<file path="config.mk">
export PLATFORM = sky130hd
export DESIGN_NAME = ohd_decoder
export DESIGN_NICKNAME = d
export VERILOG_FILES = /design/src/core/ohd_pkg.sv /design/src/core/ohd_fifo.sv /design/src/core/ohd_decoder.sv
export VERILOG_INCLUDE_DIRS = /design/src /design/src/core
export SDC_FILE = /design/constraint.sdc
export NUM_CORES = 1
export LEC_CHECK = 0
export BUFFER_PORTS_ARGS = -buffer_cell sky130_fd_sc_hd__buf_2
export CAP_MARGIN = 5
export CORE_MARGIN = 2
export CORE_UTILIZATION = 50
export DETAILED_ROUTE_END_ITERATION = 16
export PLACE_DENSITY = 0.72
export SYNTH_ARGS = -nofsm -noshare
export SYNTH_HDL_FRONTEND = slang
export SYNTH_SLANG_ARGS = --single-unit
</file>
<file path="constraint.sdc">
create_clock -name clock_i -period 4.4 [get_ports clock_i]
set_clock_uncertainty 0.2 [all_clocks]
set_input_delay 0.44 -clock clock_i [delete_from_list [all_inputs] [get_ports clock_i]]
set_output_delay 0.44 -clock clock_i [all_outputs]
set_load 0.005 [all_outputs]
</file>
<file path="src/core/ohd_cfg.svh">
// Constants for the display command decoder: codes, fields, reset values.
// Included by the package user; definitions only.
`ifndef OHD_CFG_SVH
`define OHD_CFG_SVH
`define OHD_CMD_MODE 8'h20
`define OHD_CMD_COLS 8'h21
`define OHD_CMD_PAGES 8'h22
`define OHD_CMD_CONTRAST 8'h81
`define OHD_CMD_BRIGHT 8'h82
`define OHD_CMD_LUT 8'h91
`define OHD_CMD_BANK_LO 8'h92
`define OHD_CMD_BANK_HI 8'h93
`define OHD_RST_MODE 2'h2
`define OHD_RST_COL_END 8'h83
`define OHD_RST_PAGE_END 3'h7
`define OHD_RST_LEVEL 8'h80
`define OHD_RST_LUT_BANK0 6'h31
`define OHD_RST_LUT_COLOR 6'h3F
`define OHD_COLOR_D_WIDTH 7'h40
`define OHD_I2C_ADDR_BASE 7'h3C
`endif

</file>
<file path="src/core/ohd_pkg.sv">
// Types for the display command decoder.
// Assumes nothing of its surroundings.
package ohd_pkg;
  typedef enum logic [1:0] {
    OHD_PORT_SERIAL = 2'h0,
    OHD_PORT_I2C = 2'h1,
    OHD_PORT_6800 = 2'h2,
    OHD_PORT_8080 = 2'h3
  } ohd_port_t;
  typedef enum logic [1:0] {
    OHD_I2C_IDLE = 2'h0,
    OHD_I2C_ADDR = 2'h1,
    OHD_I2C_CTRL = 2'h2,
    OHD_I2C_DATA = 2'h3
  } ohd_i2c_t;
endpackage : ohd_pkg

</file>
<file path="src/core/ohd_fifo.sv">
// Small synchronous FIFO with valid/ready on both sides.
// Assumes one clock and an active-low asynchronous reset.
`timescale 1ns/1ps
module ohd_fifo #(
  parameter int WIDTH = 9,
  parameter int DEPTH = 8
) (
  input wire logic clock_i,
  input wire logic rst_n_i,
  // Fill side
  input wire logic in_valid_i,
  output logic in_ready_o,
  input wire logic [WIDTH-1:0] in_data_i,
  // Drain side
  output logic out_valid_o,
  input wire logic out_ready_i,
  output logic [WIDTH-1:0] out_data_o
);
  localparam int AW = $clog2(DEPTH);
  initial begin
    if (DEPTH < 2 || (1 << AW) != DEPTH) $error("DEPTH must be 2^n");
  end
  logic [WIDTH-1:0] mem [DEPTH];
  logic [AW:0] wr_ptr, rd_ptr, next_wr_ptr, next_rd_ptr;
  logic push, pop;
  always_comb begin
    in_ready_o = (wr_ptr - rd_ptr) != (AW+1)'(DEPTH);
    out_valid_o = wr_ptr != rd_ptr;
    push = in_valid_i && in_ready_o;
    pop = out_valid_o && out_ready_i;
    next_wr_ptr = wr_ptr + (AW+1)'(push);
    next_rd_ptr = rd_ptr + (AW+1)'(pop);
    out_data_o = mem[rd_ptr[AW-1:0]];
  end
  always_ff @(posedge clock_i or negedge rst_n_i) begin
    if (!rst_n_i) begin
      wr_ptr <= '0;
      rd_ptr <= '0;
    end else begin
      wr_ptr <= next_wr_ptr;
      rd_ptr <= next_rd_ptr;
    end
  end
  always_ff @(posedge clock_i) begin
    if (push) begin
      mem[wr_ptr[AW-1:0]] <= in_data_i;
    end
  end
endmodule : ohd_fifo

</file>
<file path="src/core/ohd_decoder.sv">
// Host port intake and command decoder for a small OLED controller.
// Assumes all pins are asynchronous to clock_i and are synchronised here.
// What this block does
// - Command/data line low means command byte, high means display data; in I2C mode bit 6 of the control byte decides instead.
// - Two straps pick 6800, 8080, 4-wire serial or I2C host port.
// - In 8080 mode write and read strobes are separate active-low pins.
// - In 6800 mode direction high requests read, low requests write.
// - In 6800 mode the transfer happens on enable's falling edge.
// - Serial bits shift MSB first on rising clock; byte commits every eighth.
// - I2C data is taken from the input pin; output may be unconnected.
// - Address-select pin sets the least significant bit of I2C address.
// - Answer only to 0111100 with pin low, 0111101 with pin high.
// - Reset pin low restores every command parameter to its default.
// - Codes 00-0F load lower nibble of page-mode column start.
// - Codes 10-1F load upper nibble of page-mode column start.
// - Command 20 sets addressing mode; 11 invalid; default page mode.
// - Command 21 sets column start and end, defaults 0 and 131.
// - Command 22 sets page start and end, defaults 0 and 7.
// - Codes 40-7F set display start line, default 0.
// - Command 81 sets contrast, default 0x80.
// - Command 82 sets brightness, default 0x80.
// - Command 91 sets four 6-bit pulse widths; defaults 0x31 and 0x3F.
// - Colour D pulse width is fixed at 64 clocks.
// - Command 92 assigns colours to banks 1-16, two bits each, low first.
// - Command 93 assigns colours to banks 17-32 the same way.
`timescale 1ns/1ps
`include "ohd_cfg.svh"
module ohd_decoder import ohd_pkg::*; #(
  parameter int FIFO_DEPTH = 8
) (
  input wire logic clock_i,
  input wire logic rst_n_i,
  // Port straps and shared control
  input wire logic port_strap_lo_i,
  input wire logic port_strap_hi_i,
  input wire logic chip_sel_n_i,
  input wire logic cmd_data_i,
  input wire logic addr_lsb_pin_i,
  // Parallel strobes (8080: write/read low; 6800: direction/enable)
  input wire logic wr_pin_i,
  input wire logic rd_pin_i,
  // Data bus, serial clock on bit 0, serial data on bit 1
  input wire logic [7:0] bus_lines_i,
  output logic [7:0] bus_lines_o,
  output logic bus_lines_oe_o,
  output logic sda_out_o,
  output logic sda_out_oe_o,
  // Display data stream
  output logic pix_valid_o,
  input wire logic pix_ready_i,
  output logic [7:0] pix_data_o,
  // Command-set state
  output logic [1:0] addr_mode_o,
  output logic [7:0] page_col_start_o,
  output logic [7:0] col_start_o,
  output logic [7:0] col_end_o,
  output logic [2:0] page_start_o,
  output logic [2:0] page_end_o,
  output logic [5:0] start_line_o,
  output logic [7:0] contrast_o,
  output logic [7:0] brightness_o,
  output logic [5:0] lut_bank0_o,
  output logic [5:0] lut_color_a_o,
  output logic [5:0] lut_color_b_o,
  output logic [5:0] lut_color_c_o,
  output logic [6:0] lut_color_d_o,
  output logic [63:0] bank_color_o
);
  initial begin
    if (FIFO_DEPTH != 8) $error("FIFO_DEPTH must stay 8");
  end
  // Two-stage synchronisers for every pin
  localparam int NS = 15;
  // Reset to idle pin levels so no false strobe edge follows reset
  localparam logic [NS-1:0] PIN_IDLE = 15'h1300;
  logic [NS-1:0] pins, s1, s2, s3;
  assign pins = {port_strap_lo_i, port_strap_hi_i, chip_sel_n_i, cmd_data_i,
                 addr_lsb_pin_i, wr_pin_i, rd_pin_i, bus_lines_i};
  always_ff @(posedge clock_i or negedge rst_n_i) begin
    if (!rst_n_i) begin
      s1 <= PIN_IDLE;
      s2 <= PIN_IDLE;
      s3 <= PIN_IDLE;
    end else begin
      s1 <= pins;
      s2 <= s1;
      s3 <= s2;
    end
  end
  logic cs_n, dc, sa0, wrp, rdp, wrp_d, rdp_d;
  logic [7:0] bus;
  ohd_port_t port;
  assign port = ohd_port_t'({s2[13], s2[14]});
  assign cs_n = s2[12];
  assign dc = s2[11];
  assign sa0 = s2[10];
  assign wrp = s2[9];
  assign rdp = s2[8];
  assign wrp_d = s3[9];
  assign rdp_d = s3[8];
  assign bus = s2[7:0];
  logic scl, scl_d, sdi, sdi_d;
  assign scl = bus[0];
  assign scl_d = s3[0];
  assign sdi = bus[1];
  assign sdi_d = s3[1];

  // Byte intake from the selected port
  logic byte_stb, byte_dc;
  logic [7:0] byte_val;
  logic [7:0] sh, next_sh;
  logic [3:0] cnt, next_cnt;
  ohd_i2c_t ist, next_ist;
  logic ack, next_ack, i2c_dc, next_i2c_dc, i2c_cont, next_i2c_cont;
  logic scl_rise, scl_fall, i2c_start, i2c_stop;
  always_comb begin
    scl_rise = scl && !scl_d;
    scl_fall = !scl && scl_d;
    i2c_start = scl && scl_d && sdi_d && !sdi;
    i2c_stop = scl && scl_d && !sdi_d && sdi;
    byte_stb = 1'b0;
    byte_dc = dc;
    byte_val = bus;
    next_sh = sh;
    next_cnt = cnt;
    next_ist = ist;
    next_ack = ack;
    next_i2c_dc = i2c_dc;
    next_i2c_cont = i2c_cont;
    unique case (port)
      OHD_PORT_8080: byte_stb = !cs_n && wrp && !wrp_d;
      OHD_PORT_6800: byte_stb = !cs_n && !wrp && !rdp && rdp_d;
      OHD_PORT_SERIAL: begin
        if (cs_n) begin
          next_cnt = '0;
        end else if (scl_rise) begin
          next_sh = {sh[6:0], sdi};
          next_cnt = (cnt == 4'h7) ? 4'h0 : cnt + 4'h1;
          byte_stb = cnt == 4'h7;
          byte_val = {sh[6:0], sdi};
        end
      end
      OHD_PORT_I2C: begin
        byte_dc = i2c_dc;
        byte_val = sh;
        if (i2c_start) begin
          next_ist = OHD_I2C_ADDR;
          next_cnt = '0;
          next_ack = 1'b0;
        end else if (i2c_stop) begin
          next_ist = OHD_I2C_IDLE;
          next_ack = 1'b0;
        end else if (ist != OHD_I2C_IDLE && scl_rise && cnt != 4'h8) begin
          next_sh = {sh[6:0], sdi};
          next_cnt = cnt + 4'h1;
        end else if (ist != OHD_I2C_IDLE && scl_fall) begin
          if (cnt == 4'h8 && !ack) begin
            next_ack = 1'b1;
            unique case (ist)
              OHD_I2C_ADDR: begin
                if (sh[7:1] != (`OHD_I2C_ADDR_BASE | {6'h0, sa0})) begin
                  next_ist = OHD_I2C_IDLE;
                  next_ack = 1'b0;
                end else begin
                  next_ist = OHD_I2C_CTRL;
                end
              end
              OHD_I2C_CTRL: begin
                next_i2c_dc = sh[6];
                next_i2c_cont = sh[7];
                next_ist = OHD_I2C_DATA;
              end
              OHD_I2C_DATA: begin
                byte_stb = 1'b1;
                if (i2c_cont) next_ist = OHD_I2C_CTRL;
              end
              default: next_ist = OHD_I2C_IDLE;
            endcase
          end else if (ack) begin
            next_ack = 1'b0;
            next_cnt = '0;
          end
        end
      end
    endcase
  end
  always_ff @(posedge clock_i or negedge rst_n_i) begin
    if (!rst_n_i) begin
      sh <= '0;
      cnt <= '0;
      ist <= OHD_I2C_IDLE;
      ack <= 1'b0;
      i2c_dc <= 1'b0;
      i2c_cont <= 1'b0;
    end else begin
      sh <= next_sh;
      cnt <= next_cnt;
      ist <= next_ist;
      ack <= next_ack;
      i2c_dc <= next_i2c_dc;
      i2c_cont <= next_i2c_cont;
    end
  end
  // Only ACK is driven; read-back of status is not supported
  assign sda_out_o = 1'b0;
  assign sda_out_oe_o = ack;
  assign bus_lines_o = 8'h00;
  assign bus_lines_oe_o = 1'b0;

  // Data bytes go to the stream; a full FIFO drops the byte
  logic dat_ready;
  ohd_fifo #(.WIDTH(8), .DEPTH(FIFO_DEPTH)) u_fifo (
    .clock_i(clock_i),
    .rst_n_i(rst_n_i),
    .in_valid_i(byte_stb && byte_dc),
    .in_ready_o(dat_ready),
    .in_data_i(byte_val),
    .out_valid_o(pix_valid_o),
    .out_ready_i(pix_ready_i),
    .out_data_o(pix_data_o)
  );

  // Command decoder
  logic cmd_stb;
  logic [7:0] op, next_op;
  logic [2:0] pidx, next_pidx;
  logic [1:0] next_mode;
  logic [7:0] next_pcs, next_cs, next_ce, next_con, next_bri;
  logic [2:0] next_ps, next_pe;
  logic [5:0] next_sl, next_l0, next_la, next_lb, next_lc;
  logic [63:0] next_bank;
  assign cmd_stb = byte_stb && !byte_dc;
  always_comb begin
    next_op = op;
    next_pidx = pidx;
    next_mode = addr_mode_o;
    next_pcs = page_col_start_o;
    next_cs = col_start_o;
    next_ce = col_end_o;
    next_ps = page_start_o;
    next_pe = page_end_o;
    next_sl = start_line_o;
    next_con = contrast_o;
    next_bri = brightness_o;
    next_l0 = lut_bank0_o;
    next_la = lut_color_a_o;
    next_lb = lut_color_b_o;
    next_lc = lut_color_c_o;
    next_bank = bank_color_o;
    if (cmd_stb && pidx != 3'h0) begin
      next_pidx = pidx - 3'h1;
      unique case (op)
        `OHD_CMD_MODE:
          if (byte_val[1:0] != 2'h3) next_mode = byte_val[1:0];
        `OHD_CMD_COLS:
          if (pidx == 3'h2) next_cs = byte_val;
          else next_ce = byte_val;
        `OHD_CMD_PAGES:
          if (pidx == 3'h2) next_ps = byte_val[2:0];
          else next_pe = byte_val[2:0];
        `OHD_CMD_CONTRAST: next_con = byte_val;
        `OHD_CMD_BRIGHT: next_bri = byte_val;
        `OHD_CMD_LUT:
          unique case (pidx)
            3'h4: next_l0 = byte_val[5:0];
            3'h3: next_la = byte_val[5:0];
            3'h2: next_lb = byte_val[5:0];
            default: next_lc = byte_val[5:0];
          endcase
        `OHD_CMD_BANK_LO:
          next_bank[8*(4-pidx) +: 8] = byte_val;
        default:
          next_bank[32 + 8*(4-pidx) +: 8] = byte_val;
      endcase
    end else if (cmd_stb) begin
      next_op = byte_val;
      if (byte_val[7:4] == 4'h0) begin
        next_pcs = {page_col_start_o[7:4], byte_val[3:0]};
      end else if (byte_val[7:4] == 4'h1) begin
        next_pcs = {byte_val[3:0], page_col_start_o[3:0]};
      end else if (byte_val[7:6] == 2'h1) begin
        next_sl = byte_val[5:0];
      end else begin
        unique case (byte_val)
          `OHD_CMD_MODE, `OHD_CMD_CONTRAST, `OHD_CMD_BRIGHT: next_pidx = 3'h1;
          `OHD_CMD_COLS, `OHD_CMD_PAGES: next_pidx = 3'h2;
          `OHD_CMD_LUT, `OHD_CMD_BANK_LO, `OHD_CMD_BANK_HI: next_pidx = 3'h4;
          default: next_pidx = 3'h0;
        endcase
      end
    end
  end
  always_ff @(posedge clock_i or negedge rst_n_i) begin
    if (!rst_n_i) begin
      op <= '0;
      pidx <= '0;
      addr_mode_o <= `OHD_RST_MODE;
      page_col_start_o <= '0;
      col_start_o <= '0;
      col_end_o <= `OHD_RST_COL_END;
      page_start_o <= '0;
      page_end_o <= `OHD_RST_PAGE_END;
      start_line_o <= '0;
      contrast_o <= `OHD_RST_LEVEL;
      brightness_o <= `OHD_RST_LEVEL;
      lut_bank0_o <= `OHD_RST_LUT_BANK0;
      lut_color_a_o <= `OHD_RST_LUT_COLOR;
      lut_color_b_o <= `OHD_RST_LUT_COLOR;
      lut_color_c_o <= `OHD_RST_LUT_COLOR;
      bank_color_o <= '0;
    end else begin
      op <= next_op;
      pidx <= next_pidx;
      addr_mode_o <= next_mode;
      page_col_start_o <= next_pcs;
      col_start_o <= next_cs;
      col_end_o <= next_ce;
      page_start_o <= next_ps;
      page_end_o <= next_pe;
      start_line_o <= next_sl;
      contrast_o <= next_con;
      brightness_o <= next_bri;
      lut_bank0_o <= next_l0;
      lut_color_a_o <= next_la;
      lut_color_b_o <= next_lb;
      lut_color_c_o <= next_lc;
      bank_color_o <= next_bank;
    end
  end
  assign lut_color_d_o = `OHD_COLOR_D_WIDTH;
endmodule : ohd_decoder

</file>
==> run metrics, run 1 <==
status=completed; RSZ-0062 raised after global routing=no; Worst Hold Class=primary input to flip-flop; Synth Cell Area=0.01194 sq mm; Fill cells=1,876; Reg-to-Reg Start=pidx[1]; TritonCTS Buffers=28; Internal Power=5.079 mW; die width=158.5 microns; min Tclk post-route=4.053 ns; max_slew headroom=0.2862; Routed WL per cell=18.72 microns; Hold Crit Start=pix_ready_i; Syn Area/Cell=12.47 sq um; I/O pin cnt=around 190; asr flop ratio synth=0.7681; clock insertion delay at the later pin of the skew report=0.54 ns; Worst R2R End=bank_color_o[6]; Reg power frac=0.431; clk slew on worst S/H paths=0.06 ns; vias in the first global route=~8,100; Switching Share=0.3156; Total GRT Usage=0.2267; worst slew pin tran=1.059 ns; Clock power frac=0.309; sw power=2.342 mW; CTS sink count=276; PD cells=523.0 mW/mm^2; Setup TNS=0 ns; Core Footprint=0.02347 sq mm; Crit. End Element=flip-flop; setup violators final=0; Hold EP=u_fifo.rd_ptr[0]; placed insts=1,430; most frequent cells in the layout=174 x dfrtp_1, 168 x buf_2, 157 x nand2_1; Distinct cells, synth=70; total gr overflow=0; port buffer count=169; Seq/Total Area, Yosys=0.6094; Die Span Y=158.5 microns; Setup Buffers After CTS=0; Peak VDD IR=between 0.3 and 0.4 mV; via-per-instance ratio=around 5.5; Highest Clock Rate=around 250 MHz; worst-case reg-to-reg path depth=14; Worst Setup Start Kind=flip-flop; Starting Density=0.5085; count of pins over their slew limit=0; Tot Pwr=7.421 mW; Clock H-tree levels=1; DP HPWL=roughly 19 mm; drt initial violations=550; Post-synth EDFFs=64; commonest non-fill, non-tap cell in the layout=dfrtp_1; Die ar.=0.02513 sq mm; drt pass-1 iters=5; row cnt=56; final WL=28.05 mm; Critical Path RT=4.61 ns; Seq cells post-synth=276; Post-synth top flop=dfrtp_1; CTS tree=built; ANT cells=0; combinational power share=0.260; CTS root buf=clkbuf_16; fin cells=between 1,000 and 1,500; synth warn=0; static leakage=around 6.5 nW; DR DRC count=0; Gate Count Post-Synth=957; reg2reg setup slack=0.35 ns; Final Hold Vio Count=0; layout cells sized above 1=0.3181; share of the cycle needed by the critical path after routing=0.9210; initial antenna violation count=0; Hold Path Depth=3; pin count of the biggest net entering global routing=111; first-pass GRT wire length=44.02 mm; CP Class=flip-flop to flip-flop; Crit Path Max Fanout=8; crit path DAT=4.27 ns; DRT antenna net count=0; # nets final=1,207; total of max-cap violations=0; Placer Congestion=0.8698; via count=approximately 8,300; P&R area growth vs syn=18.88%; CTS max path bufs=3
## worst max-delay path: stages (launching register included)
cell     delay (ns)
dfrtp_1        0.43
inv_1          0.13
ha_1           0.33
ha_1           0.31
ha_1           0.26
or3_1          0.38
inv_1          0.09
nand2_1        0.07
ha_1           0.28
nand4_1        0.11
nor4_1         0.26
nand4_1        0.13
o31ai_1        0.09
and3_1         0.48
mux2_2         0.39
## area by class of cell
cell class	count	area (sq um)	share of cell area
flip-flops and latches	276	7274	0.5127
multi-input cells	611	4322	0.3046
repair buffers	209	1195	0.08421
clock buffers	40	767.0	0.05405
well taps	319	399.1	0.02813
clock inverters	12	116.4	0.008200
inverters	31	116.4	0.008200
## timing repair
| item | in CTS | in global routing |
|---|---|---|
| hold endpoints to repair | 104 | 0 |
| gates resized for setup | 0 | 0 |
| hold buffers | 16 | 0 |
## state kept, by name (all words and copies together) (netlist names), 8 cells and up
name	count
op	8
bank_color_o	64
sh	8
brightness_o	8
col_end_o	8
page_col_start_o	8
s1	15
s2	15
u_fifo.mem	64
col_start_o	8
contrast_o	8
## synth_stat cells, drive strengths merged, types with 12 or more instances
master / n / share of area
buf: 31 / 0.017
nand2: 161 / 0.052
inv: 30 / 0.0094
dfrtp: 174 / 0.36
nor2: 33 / 0.011
dfstp: 38 / 0.084
mux4: 16 / 0.030
nor3: 12 / 0.0059
clkbuf: 23 / 0.0072
edfxtp: 64 / 0.16
mux2: 55 / 0.052
nand4: 13 / 0.0068
a21oi: 17 / 0.0081
o31ai: 58 / 0.036
o21ai: 69 / 0.030
ha: 31 / 0.032
## power by group through the flow
| stage | Sequential, mW | Combinational, mW | Clock [mW] |
|---|---|---|---|
| floorplan | 3.19 | 1.27 | 0 |
| global placement | 3.23 | 1.87 | 0 |
| CTS | 3.19 | 1.94 | 2.33 |
| finish | 3.20 | 1.93 | 2.29 |
| global route | 3.24 | 2.15 | 2.43 |
| detailed placement | 3.24 | 1.91 | 0 |
## worst max-delay path by stage
stage	from	endpoint	slack, ns	depth (start not counted)
after floorplan	pidx[0]	bank_color_o[0]	0.69	15
after global placement	pidx[1]	bank_color_o[1]	0.53	14
after detailed placement	pidx[1]	bank_color_o[5]	0.42	14
after CTS	pidx[1]	bank_color_o[6]	0.40	14
after global routing	pidx[0]	bank_color_o[7]	0.14	14
final	pidx[1]	bank_color_o[6]	0.35	14
## cell families after synthesis
kind of cell,share of synthesized area
other,0.0006292
AO/OA/AOI/OAI,0.1064
multiplexers,0.08208
buffers and inverters,0.03428
XOR/XNOR,0.007337
flip-flops,0.6094
adder cells (fa/ha/maj),0.03417
AND/OR/NAND/NOR,0.1257
## layer usage
| layer | GRT usage | up-vias | part of all wire |
|---|---|---|---|
| li1 | - | 3825 | - |
| met1 | 0.3008 | 4112 | 0.42 |
| met2 | 0.3747 | 299 | 0.47 |
| met3 | 0.05553 | 59 | 0.075 |
| met4 | 0.06392 | 0 | 0.026 |
| met5 | 0 | - | 0 |
## stage by stage
stage	cell area, sq um	utilization	worst slack, ns	hold slack [ns]
3_3_place_gp	13150	0.5601	0.5318	0.1326
2_1_floorplan	11990	-	0.6895	-0.05559
6_report	14190	0.6045	0.3474	0.06428
3_5_place_dp	13150	0.5601	0.4243	0.1347
5_1_grt	14190	0.6045	0.1357	0.09036
4_1_cts	14190	0.6045	0.3955	0.06436
No activity file was read; power rests on OpenSTA's default activity.
==> run 2: changes to the inputs <==
--- a/config.mk
+++ b/config.mk
@@ -6,12 +6,13 @@
 export SDC_FILE = /design/constraint.sdc
 export NUM_CORES = 1
 export LEC_CHECK = 0
+export ABC_AREA = 1
 export BUFFER_PORTS_ARGS = -buffer_cell sky130_fd_sc_hd__buf_2
 export CAP_MARGIN = 5
 export CORE_MARGIN = 2
 export CORE_UTILIZATION = 50
 export DETAILED_ROUTE_END_ITERATION = 16
-export PLACE_DENSITY = 0.72
+export PLACE_DENSITY = 0.71
 export SYNTH_ARGS = -nofsm -noshare
 export SYNTH_HDL_FRONTEND = slang
 export SYNTH_SLANG_ARGS = --single-unit
==> run 2 against run 1 <==
Effect of this change:
- register-to-register slack gained 0.08 ns
- non-clock buffer count down 2
- design area is 4.9% higher
- combinational power decreased by 33%
- clock power is 3% higher
- die area is 5.8% higher
- sequential power decreased by 6.6%
- critical path depth increased by 4
- cell count rose by 30%
- wire length up 14%
==> run metrics, run 2 <==
status=completed; crit path DAT=4.19 ns; clk slew on worst S/H paths=0.06 ns; PD cells=between 400 and 500 mW/mm^2; Gate Count Post-Synth=1,408; Setup TNS=0 ns; Synth Area in Simple Gates=0.2152; Crit. End Element=flip-flop; # nets final=between 1,500 and 2,000; register area=0.007274 sq mm; total of max-cap violations=0; main combinational cell family by area after synthesis=simple AND/OR/NAND/NOR gates; Post-synth EDFFs=64; most area-hungry cell type in the Yosys netlist=dfrtp_1; CP Class=flip-flop to flip-flop; Syn Area/Cell=8.981 sq um; top cells by area, synth=dfrtp_1 34%, edfxtp_1 15%, nand2_1 9.7%; Final Hold Vio Count=0; Die Span Y=163.0 microns; Clock H-tree levels=1; static leakage=around 7.1 nW; Highest Clock Rate=251.9 MHz; commonest non-fill, non-tap cell in the layout=nand2_1; I/O pin cnt=187; Adder-Cell Fraction of Synth Area=0.03226; ANT cells=0; count of pins over their slew limit=0; Seq/Total Area, Yosys=0.5753; CTS root buf=clkbuf_16; Core Footprint=0.02504 sq mm; P&R area growth vs syn=17.75%; pin count of the biggest net entering global routing=about 110; Worst Hold Class=primary input to flip-flop; Setup Buffers After CTS=0; die width=163.0 microns; Compound-Gate Fraction of Synth Area=0.1136; min Tclk post-route=3.969 ns; layout cells sized above 1=0.1925; asr flop ratio synth=0.7681; port buffer count=169; DRT antenna net count=0; CTS tree=built; Distinct cells, synth=43; drt initial violations=806; Die ar.=0.02658 sq mm; via-per-instance ratio=approximately 5.3; placed cell area=0.01380 sq mm; max_slew headroom=0.3704; worst slew pin tran=0.9422 ns; vias in the first global route=9,872; via count=10,276; share of the synthesized area in the top cell type=0.3443; final WL=about 32 mm; Routed WL per cell=16.38 microns; TritonCTS Buffers=28; Placer Congestion=0.9350; Critical Path RT=4.63 ns; CTS max path bufs=3; clock insertion delay at the later pin of the skew report=0.55 ns; row cnt=58; Worst Setup Start Kind=flip-flop; design area=0.01489 sq mm; first-pass GRT wire length=51.44 mm; Synth Cell Area=0.01264 sq mm; RSZ-0062 raised after global routing=no; multiplexer share of the synthesized area=0; Post-synth top flop=dfrtp_1; total gr overflow=0; DP HPWL=21.67 mm; commonest cells in the netlist=328 x nand2_1, 194 x nor2_1, 174 x dfrtp_1, 146 x o21ai_0, 92 x inv_1; Peak VDD IR=0.3174 mV; Seq cells post-synth=roughly 280; initial antenna violation count=0; Starting Density=0.5050; most frequent cells in the layout=328 x nand2_1, 193 x nor2_1, 174 x dfrtp_1; Crit Path Max Fanout=14; drt pass-1 iters=6; Multi-input gate area=approximately 0.0047 sq mm; Total GRT Usage=0.2435; Synth Area in XOR/XNOR=0.004156; DR DRC count=0; setup violators final=0; CTS sink count=276; share of the cycle needed by the critical path after routing=0.9021; Fill cells=2,158; count leader, synth=nand2_1; synth warn=0
-- run 2: worst max-delay path: stages (launching register included) --
cell     delay [ns]
dfrtp_1        0.58
inv_2          0.07
ha_1           0.30
ha_1           0.42
ha_1           0.22
nand2_1        0.06
inv_1          0.04
ha_2           0.49
nand2_1        0.08
nor2_1         0.09
nand4_1        0.08
nand2_1        0.10
nand3_1        0.09
nor2_1         0.14
nand2_1        0.14
nand2_1        0.26
nand2_1        0.25
nor2_1         0.19
nor2_1         0.05
-- run 2: per-stage QoR --
step,util,cells,hold WS (ns),power (mW),setup slack [ns]
after global placement,0.5512,1878,0.1328,4.263,0.5103
after global routing,0.5947,1946,0.03041,7.005,0.1034
after CTS,0.5945,1946,0.007438,6.689,0.3671
after detailed placement,0.5512,1878,0.1347,4.306,0.4063
after floorplan,-,1423,-0.05559,3.811,0.6822
final,0.5947,1946,0.02328,6.630,0.4306
-- run 2: cell type report --
class / count / share of cell area
timing repair buffer: 207 / 0.08008
sequential: 276 / 0.4886
clock buffer: 41 / 0.05395
clock inverter: 11 / 0.008151
multi-input combinational: 975 / 0.3148
tap: 330 / 0.02773
inverter: 106 / 0.02672
-- run 2: logic make-up after synthesis --
group	after synthesis
AOI/OAI and AO/OA	278
and+or+nand+nor	642
DFF	276
other	2
adders and majority gates	32
xor gates and xnor gates	6
buffers and inverters	172
-- run 2: metal layers --
layer  vias up  share of wire  global-route usage
met5         -              0                   0
met3        52          0.091             0.05612
met2       392           0.45              0.3825
met4         0          0.019             0.06718
li1       4984              -                   -
met1      4848           0.44              0.3426
-- run 2: final timing paths --
kind	slack (ns)	to	from	depth (start not counted)
worst max-delay path	0.43	bank_color_o[23]	pidx[0]	18
worst min-delay path	0.02	u_fifo.rd_ptr[0]	pix_ready_i	3
worst max register to register	0.43	bank_color_o[23]	pidx[0]	18
worst min register to register	0.15	s2[10]	s1[10]	0
max in group asynchronous	2.53	contrast_o[7]	rst_n_i	3
min in group asynchronous	0.38	bank_color_o[56]	rst_n_i	2
-- run 2: repair_timing --
item,4_1_cts,5_1_grt
hold buffers,16,0
hold endpoints to repair,118,0
gates resized for setup,0,2
endpoints found under the setup margin,0,4
-- run 2: power by group --
group          internal [mW]  switching, mW  total, mW
Clock                   1.39          0.969       2.35
Sequential              2.81          0.180       2.99
Combinational          0.437          0.852       1.29
Total                   4.63           2.00       6.63
==> run 3: changes to the inputs <==
--- a/config.mk
+++ b/config.mk
@@ -12,6 +12,7 @@
 export CORE_MARGIN = 2
 export CORE_UTILIZATION = 50
 export DETAILED_ROUTE_END_ITERATION = 16
+export MAX_ROUTING_LAYER = met4
 export PLACE_DENSITY = 0.71
 export SYNTH_ARGS = -nofsm -noshare
 export SYNTH_HDL_FRONTEND = slang
==> constraint.sdc (replaced) <==
create_clock -name clock_i -period 4.4 [get_ports clock_i]
set_clock_uncertainty 0.2 [all_clocks]
set_input_delay 0.88 -clock clock_i [delete_from_list [all_inputs] [get_ports clock_i]]
set_output_delay 0.88 -clock clock_i [all_outputs]
set_load 0.005 [all_outputs]
==> run 3 against run 2 <==
Effect of this change:
- clock power rose by 3%
- sequential share of layout area rose by 0.29 points
- register-to-register slack got worse by 0.04 ns
- clock-buffer cell count rose by 1
- first-iteration DRC count rose by 5.3%
- design area fell by 0.59%
- non-clock buffer count fell by 13
- sequential power fell by 2%
- combinational power rose by 4%
- critical path type unchanged
- largest power group unchanged
==> run metrics, run 3 (same netlist as run 2, synthesis figures left out) <==
Worst Setup EP=bank_color_o[20]; most frequent cells in the layout=328 x nand2_1, 193 x nor2_1, 174 x dfrtp_1; status=completed; total of max-cap violations=0; P&R area growth vs syn=17.06%; DR DRC count=0; hold_ws=0.1460 ns; CTS tree=built; Worst R2R End=bank_color_o[20]; CTS root buf=clkbuf_16; # nets final=1,631; die width=163.0 microns; I/O pin cnt=187; Placer Congestion=0.9211; Final Hold Vio Count=0; cts hold-fix bufs=0; Peak VDD IR=0.3069 mV; row cnt=between 50 and 60; drt pass-1 iters=6; DRT antenna net count=0; Starting Density=0.5050; share of the cycle needed by the critical path after routing=0.9123; PnR worst setup slack=between 0.3 and 0.4 ns; met2 usage=0.3765; Worst Hold Class=flip-flop to flip-flop; worst slew pin tran=between 0.9 and 1 ns; Reg-to-Reg Start=pidx[0]; Routed WL per cell=16.44 microns; Critical Path RT=between 4 and 5 ns; static leakage=7.061 nW; ANT cells=0; Total GRT Usage=0.2487; drt initial violations=849; setup violators final=0; GRT met3 Usage=0.04495; Die ar.=0.02658 sq mm; commonest non-fill, non-tap cell in the layout=nand2_1; RSZ-0062 raised after global routing=no; Core Footprint=roughly 0.025 sq mm; CTS max path bufs=3; Crit. End Element=flip-flop; CP Class=flip-flop to flip-flop; PD cells=452.4 mW/mm^2; Tot Pwr=6.697 mW; Die Span Y=about 160 microns; initial antenna violation count=0; max_slew headroom=0.3791; total gr overflow=0; Crit Path Max Fanout=14; clock insertion delay at the later pin of the skew report=0.55 ns; final WL=roughly 32 mm; CTS sink count=276; grt peak-use layer=met2; Worst Setup Start Kind=flip-flop; Highest Clock Rate=between 200 and 250 MHz; TritonCTS Buffers=28; Setup TNS=0 ns; Placement Setup Slack=0.3792 ns; reg2reg setup slack=0.39 ns; pin count of the biggest net entering global routing=82; first-pass GRT wire length=50.82 mm; Setup crit start=pidx[0]; fin cells=1,933; vias in the first global route=9,606; clk slew on worst S/H paths=0.06 ns; port buffer count=169; count of pins over their slew limit=0; min Tclk post-route=4.014 ns; layout cells sized above 1=0.1978; placed insts=approximately 1,900; via-per-instance ratio=approximately 5.3; crit path DAT=4.23 ns; worst-case reg-to-reg path depth=18; GR Util met1=0.3535; via count=a little over 10,000; DP HPWL=approximately 22 mm; Clock H-tree levels=1
-- run 3: how the worst min path moves through the flow --
stage | startpoint | endpoint | cells after the start
2_1_floorplan | s1[0] | s2[0] | 0
3_3_place_gp | s1[7] | s2[7] | 0
3_5_place_dp | s1[7] | s2[7] | 0
4_1_cts | s1[7] | s2[7] | 0
5_1_grt | s1[7] | s2[7] | 0
6_report | s1[7] | s2[7] | 0
-- run 3: per-layer routing --
metal  part of all wire  vias to the layer above  wire, microns
li1                   -                     4971              -
met1               0.45                     4810          14440
met2               0.45                      374          14340
met3              0.077                       50           2440
met4              0.018                        0            558
met5                  0                        -              0
-- run 3: final cells by class --
cell class | instances | area (sq um)
tap | 330 | 412.9
timing repair buffer | 194 | 1055
clock buffer | 42 | 878.3
sequential | 276 | 7274
inverter | 106 | 397.9
clock inverter | 10 | 96.34
multi-input combinational | 975 | 4687
fill | 2161 | 10230
-- run 3: per-stage QoR --
| stage | instance area [sq um] | utilization |
|---|---|---|
| 2_1_floorplan | 12700 | - |
| 3_3_place_gp | 13820 | 0.5521 |
| 3_5_place_dp | 13820 | 0.5521 |
| 4_1_cts | 14800 | 0.5910 |
| 5_1_grt | 14800 | 0.5912 |
| 6_report | 14800 | 0.5912 |
-- run 3: worst max-delay path, cell delays in order (launching register included) --
cell and delay [ns]:
dfrtp_1 0.57, inv_2 0.07, ha_1 0.30, ha_1 0.43
ha_1 0.23, nand2_1 0.06, inv_1 0.04, ha_2 0.50
nand2_1 0.08, nor2_1 0.09, nand4_1 0.08, nand2_1 0.10
nand3_1 0.10, nor2_1 0.13, nand2_1 0.14, nand2_1 0.26
nand2_1 0.24, nor2_1 0.20, nor2_1 0.06
-- run 3: power by group --
| part | internal (mW) | switching (mW) |
|---|---|---|
| combinational | 0.434 | 0.909 |
| sequential | 2.81 | 0.117 |
| clock | 1.45 | 0.983 |
| total | 4.69 | 2.01 |
-- run 3: what timing repair did --
item                                    CTS  global route
setup buffers                             0             0
endpoints found under the setup margin    0             8
resized for setup                         0             2
